==> src/core/cit_defines.vh <==
// Shared constants for the instruction decode and timing block.
`ifndef CIT_DEFINES_VH
`define CIT_DEFINES_VH
`define CIT_CYC_W 3
`define CIT_LEN_W 2
`define CIT_NT_SAVING 3'h2
`define CIT_CODE_LOAD_MIN 3'h4
`define CIT_CODE_LOAD_MAX 3'h7
`define CIT_SFR_LIMIT 8'h80
`define CIT_SPARE_OPCODE 8'hA5
`define CIT_NOP_OPCODE 8'h00
`define CIT_PAGE_MASK 16'hF800
`define CIT_PC_W 16
`endif

==> src/core/cit_core_timing.v <==
// Instruction decoder and cycle sequencer for the pipelined 8-bit core.
// Contract
// - Cycle counts are valid with prefetch_enable set; otherwise undefined.
// - Code byte loads take four to seven clocks by alignment and read timing.
// - OR/XOR: register one clock, other operands two, immediate-to-direct three.
// - Accumulator clear, complement, rotates and swap: one byte, one clock.
// - Moves cost one clock per byte; indirect RAM forms take two.
// - Pointer load from sixteen-bit immediate: three bytes, three clocks.
// - External data moves: one byte, three clocks, eight or sixteen bit address.
// - Push and pop direct: two bytes, two clocks.
// - Exchange register one clock; direct, indirect and nibble exchange two.
// - Carry-only operations one clock; direct bit operations two clocks.
// - Carry and zero jumps: two clocks not taken, four taken.
// - Bit test jumps three or five; test-and-clear clears a set bit.
// - Compare-jump three or five; indirect form four or six.
// - Decrement-jump register two or four; direct three or five.
// - Short jump and indirect pointer jump take four clocks.
// - Relative offset is signed eight bits from next instruction address.
// - Direct below 0x80 addresses RAM, otherwise special-function registers.
// - Absolute forms replace low eleven bits in the page, four clocks.
// - Long forms carry sixteen-bit target, five clocks; returns six clocks.
// - Spare opcode 0xA5 behaves as one-byte, one-clock no-operation.
// - Registers R0-R7 of current bank; indirect uses R0 or R1 only.
// - Conditional branches finish two clocks sooner when not taken.
`timescale 1ns/1ps
`default_nettype none
`include "cit_defines.vh"
module cit_core_timing #(
   parameter PC_W = 16
) (
   input wire mclk_in,
   input wire arst_n_in,
   input wire prefetch_enable_in,
   input wire [2:0] flash_read_timing_in,
   input wire instr_valid_in,
   input wire [7:0] opcode_in,
   input wire [7:0] operand1_in,
   input wire [7:0] operand2_in,
   input wire [PC_W-1:0] pc_in,
   input wire [1:0] bank_sel_in,
   input wire branch_cond_in,
   output wire ready_out,
   output reg busy_out,
   output reg done_out,
   output reg [1:0] length_q_out,
   output reg [2:0] cycles_q_out,
   output reg branch_taken_out,
   output reg [PC_W-1:0] next_pc_out,
   output reg [4:0] reg_addr_out,
   output reg direct_is_sfr_out,
   output reg bit_clear_out,
   output reg timing_defined_out
);
   localparam ST_IDLE = 2'b01;
   localparam ST_EXEC = 2'b10;

   wire [1:0] base_len;
   wire [2:0] base_cyc;
   wire is_cond;
   reg [1:0] state_q;
   reg [1:0] state_d;
   reg [2:0] count_q;
   reg [2:0] count_d;
   reg [2:0] cost;
   reg [1:0] tsel;
   reg taken;
   wire [15:0] seq_pc;
   wire [15:0] target;

   function [2:0] code_load_cost;
      input [2:0] frt;
      input align;
      reg [3:0] s;
      begin
         s = {1'b0, `CIT_CODE_LOAD_MIN} + {1'b0, frt} + {3'h0, align};
         if (s > {1'b0, `CIT_CODE_LOAD_MAX})
            code_load_cost = `CIT_CODE_LOAD_MAX;
         else
            code_load_cost = s[2:0];
      end
   endfunction

   cit_length_cost u_len (
      .opcode_in(opcode_in),
      .length_out(base_len),
      .cycles_out(base_cyc),
      .cond_branch_out(is_cond)
   );

   assign seq_pc = pc_in + {14'h0000, base_len};

   cit_target_calc u_tgt (
      .next_pc_in(seq_pc),
      .rel_in(base_len == 2'h3 ? operand2_in : operand1_in),
      .addr11_in({opcode_in[7:5], operand1_in}),
      .addr16_in({operand1_in, operand2_in}),
      .sel_in(tsel),
      .target_out(target)
   );

   // Untaken cost is the table base; taken conditionals add the fixed saving back.
   always @* begin
      tsel = 2'h3;
      taken = 1'b0;
      cost = base_cyc;
      if (is_cond || opcode_in == 8'h80) begin
         tsel = 2'h0;
         taken = is_cond ? branch_cond_in : 1'b1;
      end else if (opcode_in[4:0] == 5'h11 || opcode_in[4:0] == 5'h01) begin
         tsel = 2'h1;
         taken = 1'b1;
      end else if (opcode_in == 8'h12 || opcode_in == 8'h02) begin
         tsel = 2'h2;
         taken = 1'b1;
      end
      if (is_cond && branch_cond_in)
         cost = base_cyc + `CIT_NT_SAVING;
      if (opcode_in == 8'h93 || opcode_in == 8'h83)
         cost = code_load_cost(flash_read_timing_in, pc_in[0]);
   end

   assign ready_out = state_q[0];

   always @* begin
      state_d = state_q;
      count_d = count_q;
      case (state_q)
         ST_IDLE: begin
            if (instr_valid_in) begin
               count_d = cost - 3'h1;
               if (cost != 3'h1)
                  state_d = ST_EXEC;
            end
         end
         ST_EXEC: begin
            count_d = count_q - 3'h1;
            if (count_q == 3'h1)
               state_d = ST_IDLE;
         end
         default: begin
            state_d = ST_IDLE;
            count_d = 3'h0;
         end
      endcase
   end

   always @(posedge mclk_in or negedge arst_n_in) begin
      if (!arst_n_in) begin
         state_q <= ST_IDLE;
         count_q <= 3'h0;
         busy_out <= 1'b0;
         done_out <= 1'b0;
         length_q_out <= 2'h0;
         cycles_q_out <= 3'h0;
         branch_taken_out <= 1'b0;
         next_pc_out <= {PC_W{1'b0}};
         reg_addr_out <= 5'h00;
         direct_is_sfr_out <= 1'b0;
         bit_clear_out <= 1'b0;
         timing_defined_out <= 1'b0;
      end else begin
         state_q <= state_d;
         count_q <= count_d;
         busy_out <= (state_d == ST_EXEC);
         done_out <= (state_q == ST_IDLE && instr_valid_in && cost == 3'h1) ||
                     (state_q == ST_EXEC && count_q == 3'h1);
         bit_clear_out <= 1'b0;
         if (state_q == ST_IDLE && instr_valid_in) begin
            length_q_out <= base_len;
            cycles_q_out <= cost;
            branch_taken_out <= taken;
            next_pc_out <= taken ? target : seq_pc;
            // Indirect forms only ever use the low two bank registers.
            reg_addr_out <= {bank_sel_in, (opcode_in[3] ? opcode_in[2:0] : {2'b00, opcode_in[0]})};
            direct_is_sfr_out <= (operand1_in >= `CIT_SFR_LIMIT);
            bit_clear_out <= (opcode_in == 8'h10) && branch_cond_in;
            timing_defined_out <= prefetch_enable_in;
         end
      end
   end
endmodule
`default_nettype wire

==> src/core/cit_length_cost.v <==
// Opcode to instruction length and base clock cost lookup.
`timescale 1ns/1ps
`default_nettype none
module cit_length_cost (
   input wire [7:0] opcode_in,
   output reg [1:0] length_out,
   output reg [2:0] cycles_out,
   output reg cond_branch_out
);
   always @* begin
      length_out = 2'h1;
      cycles_out = 3'h1;
      cond_branch_out = 1'b0;
      casez (opcode_in)
         // Register forms and one-byte accumulator, carry and exchange operations.
         8'b0100_1???, 8'b0110_1???, 8'b1110_1???, 8'b1111_1???, 8'b1100_1???: begin
            length_out = 2'h1;
            cycles_out = 3'h1;
         end
         8'hE4, 8'hF4, 8'h23, 8'h33, 8'h03, 8'h13, 8'hC4, 8'hC3, 8'hD3, 8'hB3, 8'h00, 8'hA5: begin
            length_out = 2'h1;
            cycles_out = 3'h1;
         end
         8'b0100_011?, 8'b0110_011?, 8'b1110_011?, 8'b1111_011?, 8'b1100_011?, 8'b1101_011?: begin
            length_out = 2'h1;
            cycles_out = 3'h2;
         end
         8'h42, 8'h62, 8'h44, 8'h64, 8'hE5, 8'hE6, 8'h74, 8'hF5, 8'hC0, 8'hD0, 8'hC5,
         8'b1010_1???, 8'b0111_1???, 8'b1000_1???, 8'b1010_011?, 8'b0111_011?, 8'b1000_011?,
         8'hC2, 8'hD2, 8'hB2, 8'h82, 8'hB0, 8'h72, 8'hA0, 8'hA2, 8'h92, 8'h52, 8'h54: begin
            length_out = 2'h2;
            cycles_out = 3'h2;
         end
         8'h43, 8'h63, 8'h85, 8'h75, 8'h90, 8'h53: begin
            length_out = 2'h3;
            cycles_out = 3'h3;
         end
         8'hE0, 8'hF0, 8'b1110_001?, 8'b1111_001?: begin
            length_out = 2'h1;
            cycles_out = 3'h3;
         end
         8'h93, 8'h83: begin
            length_out = 2'h1;
            cycles_out = `CIT_CODE_LOAD_MIN;
         end
         8'h40, 8'h50, 8'h60, 8'h70, 8'b1101_1???: begin
            length_out = 2'h2;
            cycles_out = 3'h2;
            cond_branch_out = 1'b1;
         end
         8'h20, 8'h30, 8'h10, 8'hB5, 8'hB4, 8'b1011_1???, 8'hD5: begin
            length_out = 2'h3;
            cycles_out = 3'h3;
            cond_branch_out = 1'b1;
         end
         8'b1011_011?: begin
            length_out = 2'h3;
            cycles_out = 3'h4;
            cond_branch_out = 1'b1;
         end
         8'b???1_0001, 8'b???0_0001, 8'h80: begin
            length_out = 2'h2;
            cycles_out = 3'h4;
         end
         8'h73: begin
            length_out = 2'h1;
            cycles_out = 3'h4;
         end
         8'h12, 8'h02: begin
            length_out = 2'h3;
            cycles_out = 3'h5;
         end
         8'h22, 8'h32: begin
            length_out = 2'h1;
            cycles_out = 3'h6;
         end
         default: begin
            length_out = 2'h2;
            cycles_out = 3'h2;
         end
      endcase
   end
endmodule
`default_nettype wire

==> src/core/cit_target_calc.v <==
// Branch target computation for relative, absolute and long forms.
`timescale 1ns/1ps
`default_nettype none
module cit_target_calc (
   input wire [15:0] next_pc_in,
   input wire [7:0] rel_in,
   input wire [10:0] addr11_in,
   input wire [15:0] addr16_in,
   input wire [1:0] sel_in,
   output reg [15:0] target_out
);
   always @* begin
      case (sel_in)
         2'h0: target_out = next_pc_in + {{8{rel_in[7]}}, rel_in};
         2'h1: target_out = (next_pc_in & `CIT_PAGE_MASK) | {5'h00, addr11_in};
         2'h2: target_out = addr16_in;
         default: target_out = next_pc_in;
      endcase
   end
endmodule
`default_nettype wire

==> config.mk <==
export PLATFORM = sky130hd
export DESIGN_NAME = cit_core_timing
export DESIGN_NICKNAME = d
export VERILOG_FILES = /design/src/core/cit_core_timing.v /design/src/core/cit_length_cost.v /design/src/core/cit_target_calc.v
export VERILOG_INCLUDE_DIRS = /design/src /design/src/core
export SDC_FILE = /design/constraint.sdc
export NUM_CORES = 1
export LEC_CHECK = 0
export ABC_CLOCK_PERIOD_IN_PS = 2250
export CAP_MARGIN = 20
export CELL_PAD_IN_SITES_DETAIL_PLACEMENT = 0
export CELL_PAD_IN_SITES_GLOBAL_PLACEMENT = 1
export CORE_ASPECT_RATIO = 1.2
export CORE_MARGIN = 2
export CORE_UTILIZATION = 26
export CTS_CLUSTER_DIAMETER = 80
export DETAILED_ROUTE_END_ITERATION = 8
export DONT_BUFFER_PORTS = 1
export PLACE_DENSITY = 0.52
export SLEW_MARGIN = 20
export SYNTH_ARGS = -nofsm -noshare
export SYNTH_HDL_FRONTEND = slang
export SYNTH_SLANG_ARGS = --single-unit
==> constraint.sdc <==
create_clock -name mclk_in -period 2.25 [get_ports mclk_in]
set_input_delay 0.1125 -clock mclk_in [delete_from_list [all_inputs] [get_ports mclk_in]]
set_output_delay 0.1125 -clock mclk_in [all_outputs]
set_load 0.01 [all_outputs]
Yosys cells after proc, flatten, opt, wreduce, memory -nomap -nowiden
Index checks and enable logic that the tools add are counted.
Storage, ports and cells
  word-level logic and storage cells: 131
  memories kept: 0
  bits in registers: 37
  latch bits: 0
  bits in writable memories: 0
  bits in read-only memories: 0
  bits of input ports: 50
Cells by class
  add/sub/neg operators: 7
  shifts and indexed selects: 0
  muxes and demuxes: 24
  bitwise logic cells: 1
  div/mod/pow operators: 0
  order comparisons: 2
  reduce and logical (&&, ||, !) cells: 20
  $mul: 0
  eq/ne operators: 65
Operator list (number)
  8-bit equality test (second input constant): 17
  8-bit by 7-bit equality test with 1-bit output (second input constant): 9
  7-bit equality test (second input constant): 7
  8-bit by 6-bit equality test with 1-bit output (second input constant): 6
  16-bit case mux with 3 select lines: 1
  17-bit OR reduction: 2
  32-bit OR reduction: 1
  5-bit equality test (second input constant): 6
  8-bit by 5-bit equality test with 1-bit output (second input constant): 3
  16-bit adder: 1
  16-bit by 2-bit adder with 16-bit output: 1
  8-bit by 2-bit equality test with 1-bit output (second input constant): 2
  16-bit 2-to-1 mux: 1
  16-bit by 11-bit bitwise OR with 16-bit output: 1
  16-bit OR reduction: 1
  3-bit 2-to-1 mux: 5
  3-bit case mux with 5 select lines: 1
  7-bit by 6-bit equality test with 1-bit output (second input constant): 2
  13-bit OR reduction: 1
  5-bit by 4-bit equality test with 1-bit output (second input constant): 2
  2-bit 2-to-1 mux: 5
  2-bit equality test (second input constant): 4
  8-bit >= comparator (second input constant): 1
  8-bit zero test: 1
  other kinds (19): 38

Longest topological paths before layout
  word-level depth: 11
  gate-level depth with buffers: 25
  depth with buffers taken out: 23

Modules after synthesis
A second synthesis with hierarchy kept.
Unflattened totals
  cells, all modules: 442
  area, all modules: 3952.5 sq um
Modules (own cells, without submodules)
  cit_core_timing: area each 2316.0 sq um, cells an instance 226, instances 1
  cit_target_calc: area each 1052.3 sq um, cells an instance 128, instances 1
  cit_length_cost: area each 584.3 sq um, cells an instance 88, instances 1

Worst setup path after synthesis
OpenSTA, ideal clock, no wires.
  path kind: in2reg
  start point: in opcode_in[2]
  end point: reg next_pc_out[15]
  slack: -2055 ps
  stages on the path: 24
  data arrival time: 4182 ps
  required time: 2127 ps
  buffers on the path: 2
  cells stage by stage: buf_6 -> clkbuf_1 -> nor3_1 -> a22oi_1 -> o31a_1 -> o221a_2 -> o2111ai_1 -> inv_2 -> nand3_1 -> ha_1 -> inv_1 -> fa_1 -> nor2_1 -> nand3_1 -> nor2_1 -> xor2_1 -> ha_1 -> and3_1 -> o211ai_1 -> a21boi_0 -> a311o_1 -> a21oi_1 -> xnor2_1 -> o21ai_1
On the way
  word-level cells in the longest chain between the ends: 8
  elaborated cells on any way between the ends: 74
RTL lines
  start, declared: RTL line cit_core_timing.v:36  | input wire [7:0] opcode_in,
  8-bit equality test, or another cell as far along: RTL line cit_length_cost.v:14  | casez (opcode_in)
  32-bit OR reduction (no line) or 16-bit OR reduction (tied branches)
  2-bit case mux with 2 select lines *: RTL line cit_length_cost.v:14
  net base_len[1]: RTL line cit_core_timing.v:57  | wire [1:0] base_len;
  parallel branches: the longest is 4 deep, another holds 16-bit by 2-bit adder with 16-bit output
  16-bit 2-to-1 mux *: RTL line cit_core_timing.v:172  | next_pc_out <= taken ? target : seq_pc;
  end signal, assigned: RTL line cit_core_timing.v:156  | next_pc_out <= {PC_W{1'b0}};
  end signal, assigned: RTL line cit_core_timing.v:172
  end, declared: RTL line cit_core_timing.v:48  | output reg [PC_W-1:0] next_pc_out,
Mark *: on every way through the listed nets, which the timed path passes.
A chain may end at the register's enable or synchronous reset.

Final worst setup path
  start point: in opcode_in[2]
  end point: reg next_pc_out[6]
Same word-level chain as after synthesis.

==> metrics <==
Total Nets Final 648; hold path endpoint next_pc_out[11]; Chip Width 112.9 um; critical-path cell with the highest stage delay sky130_fd_sc_hd__fa_2; violated checks design-rule violations, negative setup slack; share of synthesized flip-flops with an asynchronous set or reset 100.0%; reg-to-reg endpoint reg_addr_out[1]; number of CTS-inserted buffers 5; family with the most delay on the worst path compound AO/OA/AOI/OAI gates; arrival time at the worst endpoint 3.87 ns; global-route wire length before repair 22.10 mm; Clock Tree Root sky130_fd_sc_hd__clkbuf_16; antenna diode instance count 0; port bufs 0; fraction of the yosys area taken by sequential cells 25.08%; cell depth of the worst hold path 2; Final Cycle Share 163.7%; origin of the critical flop-to-flop path state_q[0]; most common library cell in the layout ignoring fill and taps sky130_fd_sc_hd__buf_4; main flop type after synthesis sky130_fd_sc_hd__dfrtp_1; Layout Cells excl Fill 743; placed cell count 695; core area 13880 sq um; aggregate routed wire length 13.90 mm; Std-Cell Rows 47; Clock transition at path regs 0.07 ns; starting utilization of the core area 26.64%; number of filler cells placed in the layout 1354; Hold Path Origin operand1_in[3]; detailed-route via count 3904; Total Routing Usage GR 18.39%; Post-synth EDFFs 0; depth of the worst register-to-register path 6; TritonCTS clock tree done; Yosys cell types 75; largest net degree at the start of global routing 38; Overflow after GRT 0; Worst Path Buf+Inv 5; Power Density 733.9 nW/um^2; detailed-routing wirelength on met1 5.510 mm; source-to-sink clock delay at the later pin of the worst-skew pair 0.29 ns; Max Freq 271.6 MHz; final setup fails 15; Worst Setup Start Kind input port; Starting DRT DRC Count 245; final hold violation count 0; classification of the worst setup path in -> reg; clock tree skew after final layout 0.006715 ns; synthesized netlist cell count 445; # DRC 7; largest area contributor in the netlist sky130_fd_sc_hd__dfrtp_1; category of the worst setup path capture point flip-flop; GPL Wtd Cong 0.8758; headroom to the max-slew limit 63.50%; worst hold path type in -> reg; y dimension of the die 134.6 um; post-synthesis area per instance 8.309 sq um; H-tree depth 2; wire length on met2 7.187 mm; post-placement setup slack -1.823 ns; slew of the pin with the lowest slew margin 0.5428 ns; Final Critical Period 3.682 ns; peak per-stage delay on the critical path 0.45 ns; status complete, but fails checks; crit path cell chain nor3b_4 > buf_4 > o21a_1 > o211ai_1 > o221a_4 > o2111ai_4 > inv_2 > nand3_4 > ha_4 > inv_2 > fa_2 > buf_6 > fa_2 > nor2b_4 > o31a_1 > buf_4 > o21a_1 > nor2_2 > xnor2_1 > a222oi_1 > a211oi_2 > a21o_1; Worst IR Drop VDD 0.0003259 V; number of antenna-violating nets in the routed design 0; average routed wire per standard cell 18.71 um; max cap viols 0; number of global-route vias before repair 4148; cell area after synthesis 3697 sq um; detailed route wirelength on metal3 783 um; R2R setup slack 0.15 ns; top-level I/O count 83; leading cell types in the layout, fill and taps excluded sky130_fd_sc_hd__buf_4, sky130_fd_sc_hd__nand2_1, sky130_fd_sc_hd__nor2_1; Net Count, Synth 522; uppermost layer routed met4; Max Root-Sink Buffers 2; setup repair after global routing missed its margin yes; area enclosed by the die boundary 15190 sq um; vias per cell 5.254; synthesis-stage register bit count 37; setup ws final -1.432 ns; Synth top area share 24.37%; initial antenna violation count 0; dominant cells by area after synthesis sky130_fd_sc_hd__dfrtp_1, sky130_fd_sc_hd__ha_1, sky130_fd_sc_hd__nand2_1; number of sinks on the clock net 37; synthesis-to-finish area growth 55.84%; Max Fanout on Critical Path 18; endpoint required time on the critical path 2.43 ns; count of warnings emitted by yosys 0; total half-perimeter wirelength after legalization and detailed placement 10.23 mm; Lkg Pwr 2.442 nW; fin. max-slew vios 0; first-pass iteration count of the detailed router 6; share of cells above drive strength 1 43.18%; final core utilization 41.52%; Critical Path Stages 22
## per-stage QoR
stage / power (mW) / hold slack [ns] / TNS (ns) / cell area, sq um
after detailed placement: 2.969 / -0.1823 / -25.12 / 4708
after global placement: 2.951 / -0.1823 / -24.26 / 4708
after global routing: 4.543 / 0.1023 / -21.48 / 5762
after floorplan: 2.409 / -0.1831 / -21.09 / 3860
after CTS: 4.122 / 0.06388 / -19.42 / 5436
final: 4.229 / 0.07818 / -18.81 / 5762
## synthesized netlist by cell type, types with 5 or more instances
library cell	instances
sky130_fd_sc_hd__inv_1	14
sky130_fd_sc_hd__clkbuf_1	12
sky130_fd_sc_hd__a21oi_1	19
sky130_fd_sc_hd__nor2_1	51
sky130_fd_sc_hd__o21ai_1	10
sky130_fd_sc_hd__a21o_1	14
sky130_fd_sc_hd__dfrtp_1	36
sky130_fd_sc_hd__xor2_1	8
sky130_fd_sc_hd__buf_2	6
sky130_fd_sc_hd__o21a_1	5
sky130_fd_sc_hd__ha_1	25
sky130_fd_sc_hd__xnor2_1	20
sky130_fd_sc_hd__nand3_1	12
sky130_fd_sc_hd__nand2b_1	7
sky130_fd_sc_hd__nor2b_1	11
sky130_fd_sc_hd__a31oi_1	5
sky130_fd_sc_hd__a211oi_2	7
sky130_fd_sc_hd__nand2_1	53
sky130_fd_sc_hd__nor3_1	8
sky130_fd_sc_hd__mux2_2	10
sky130_fd_sc_hd__o21ai_0	12
sky130_fd_sc_hd__a222oi_1	11
## per-layer routing
layer,GRT usage [%],vias to the layer above
met5,0,-
met4,7.588,0
met3,3.187,25
met2,33.10,100
met1,21.56,1886
li1,-,1893
## how the worst max path moves through the flow
| stage | start | to | slack, ns |
|---|---|---|---|
| global route | opcode_in[2] | next_pc_out[9] | -1.59 |
| CTS | opcode_in[2] | length_q_out[0] | -1.41 |
| floorplan | opcode_in[0] | next_pc_out[15] | -1.58 |
| detailed placement | opcode_in[0] | next_pc_out[7] | -1.82 |
| finish | opcode_in[2] | next_pc_out[6] | -1.43 |
| global placement | opcode_in[0] | next_pc_out[7] | -1.84 |
## worst reg2reg max path, stage by stage, from the launching register on
cell and delay, ns:
sky130_fd_sc_hd__dfstp_2 0.58, sky130_fd_sc_hd__ha_1 0.27, sky130_fd_sc_hd__and2_2 0.27, sky130_fd_sc_hd__buf_4 0.21, sky130_fd_sc_hd__nand3_1 0.09, sky130_fd_sc_hd__dlygate4sd3_1 0.56, sky130_fd_sc_hd__nand2_1 0.07
## power by group
part / switching (mW) / leakage (nW) / internal (mW)
registers: 0.349 / 0.462 / 0.970
logic: 0.976 / 1.90 / 1.05
clock network: 0.327 / 0.0831 / 0.555
total: 1.65 / 2.44 / 2.58
## kinds of logic (layout without fill, tap and decap cells)
| kind of cell | after synthesis | after routing | synth area share (%) |
|---|---|---|---|
| AOI/OAI and AO/OA | 126 | 126 | 26.30 |
| xor gates and xnor gates | 28 | 28 | 6.633 |
| adders and majority gates | 27 | 27 | 9.543 |
| buffers and inverters | 38 | 165 | 4.568 |
| DFF | 37 | 37 | 25.08 |
| muxes | 10 | 10 | 3.046 |
| and+or+nand+nor | 179 | 179 | 24.84 |
## registers in the layout, indices dropped and copies added, names as in the netlist, 2 cells and up
signal and cells:
next_pc_out 16, reg_addr_out 5, count_q 3, cycles_q_out 3
length_q_out 2, state_q 2
## final cells by class
cell class / instances / area (sq um) / area share (%)
tap: 171 / 214.0 / 3.713
clock buffer: 6 / 138.9 / 2.410
sequential: 37 / 927.1 / 16.09
inverter: 16 / 60.06 / 1.042
clock inverter: 2 / 37.54 / 0.6515
multi-input combinational: 370 / 3204 / 55.61
timing repair buffer: 141 / 1180 / 20.48
## timing repair
action,4_1_cts,5_1_grt
pin swaps,46,55
resized for setup,38,59
setup buffers,27,17
hold endpoints to repair,45,0
setup endpoints to repair,16,21
hold buffers,12,0
(Power assumes the default switching activity.)
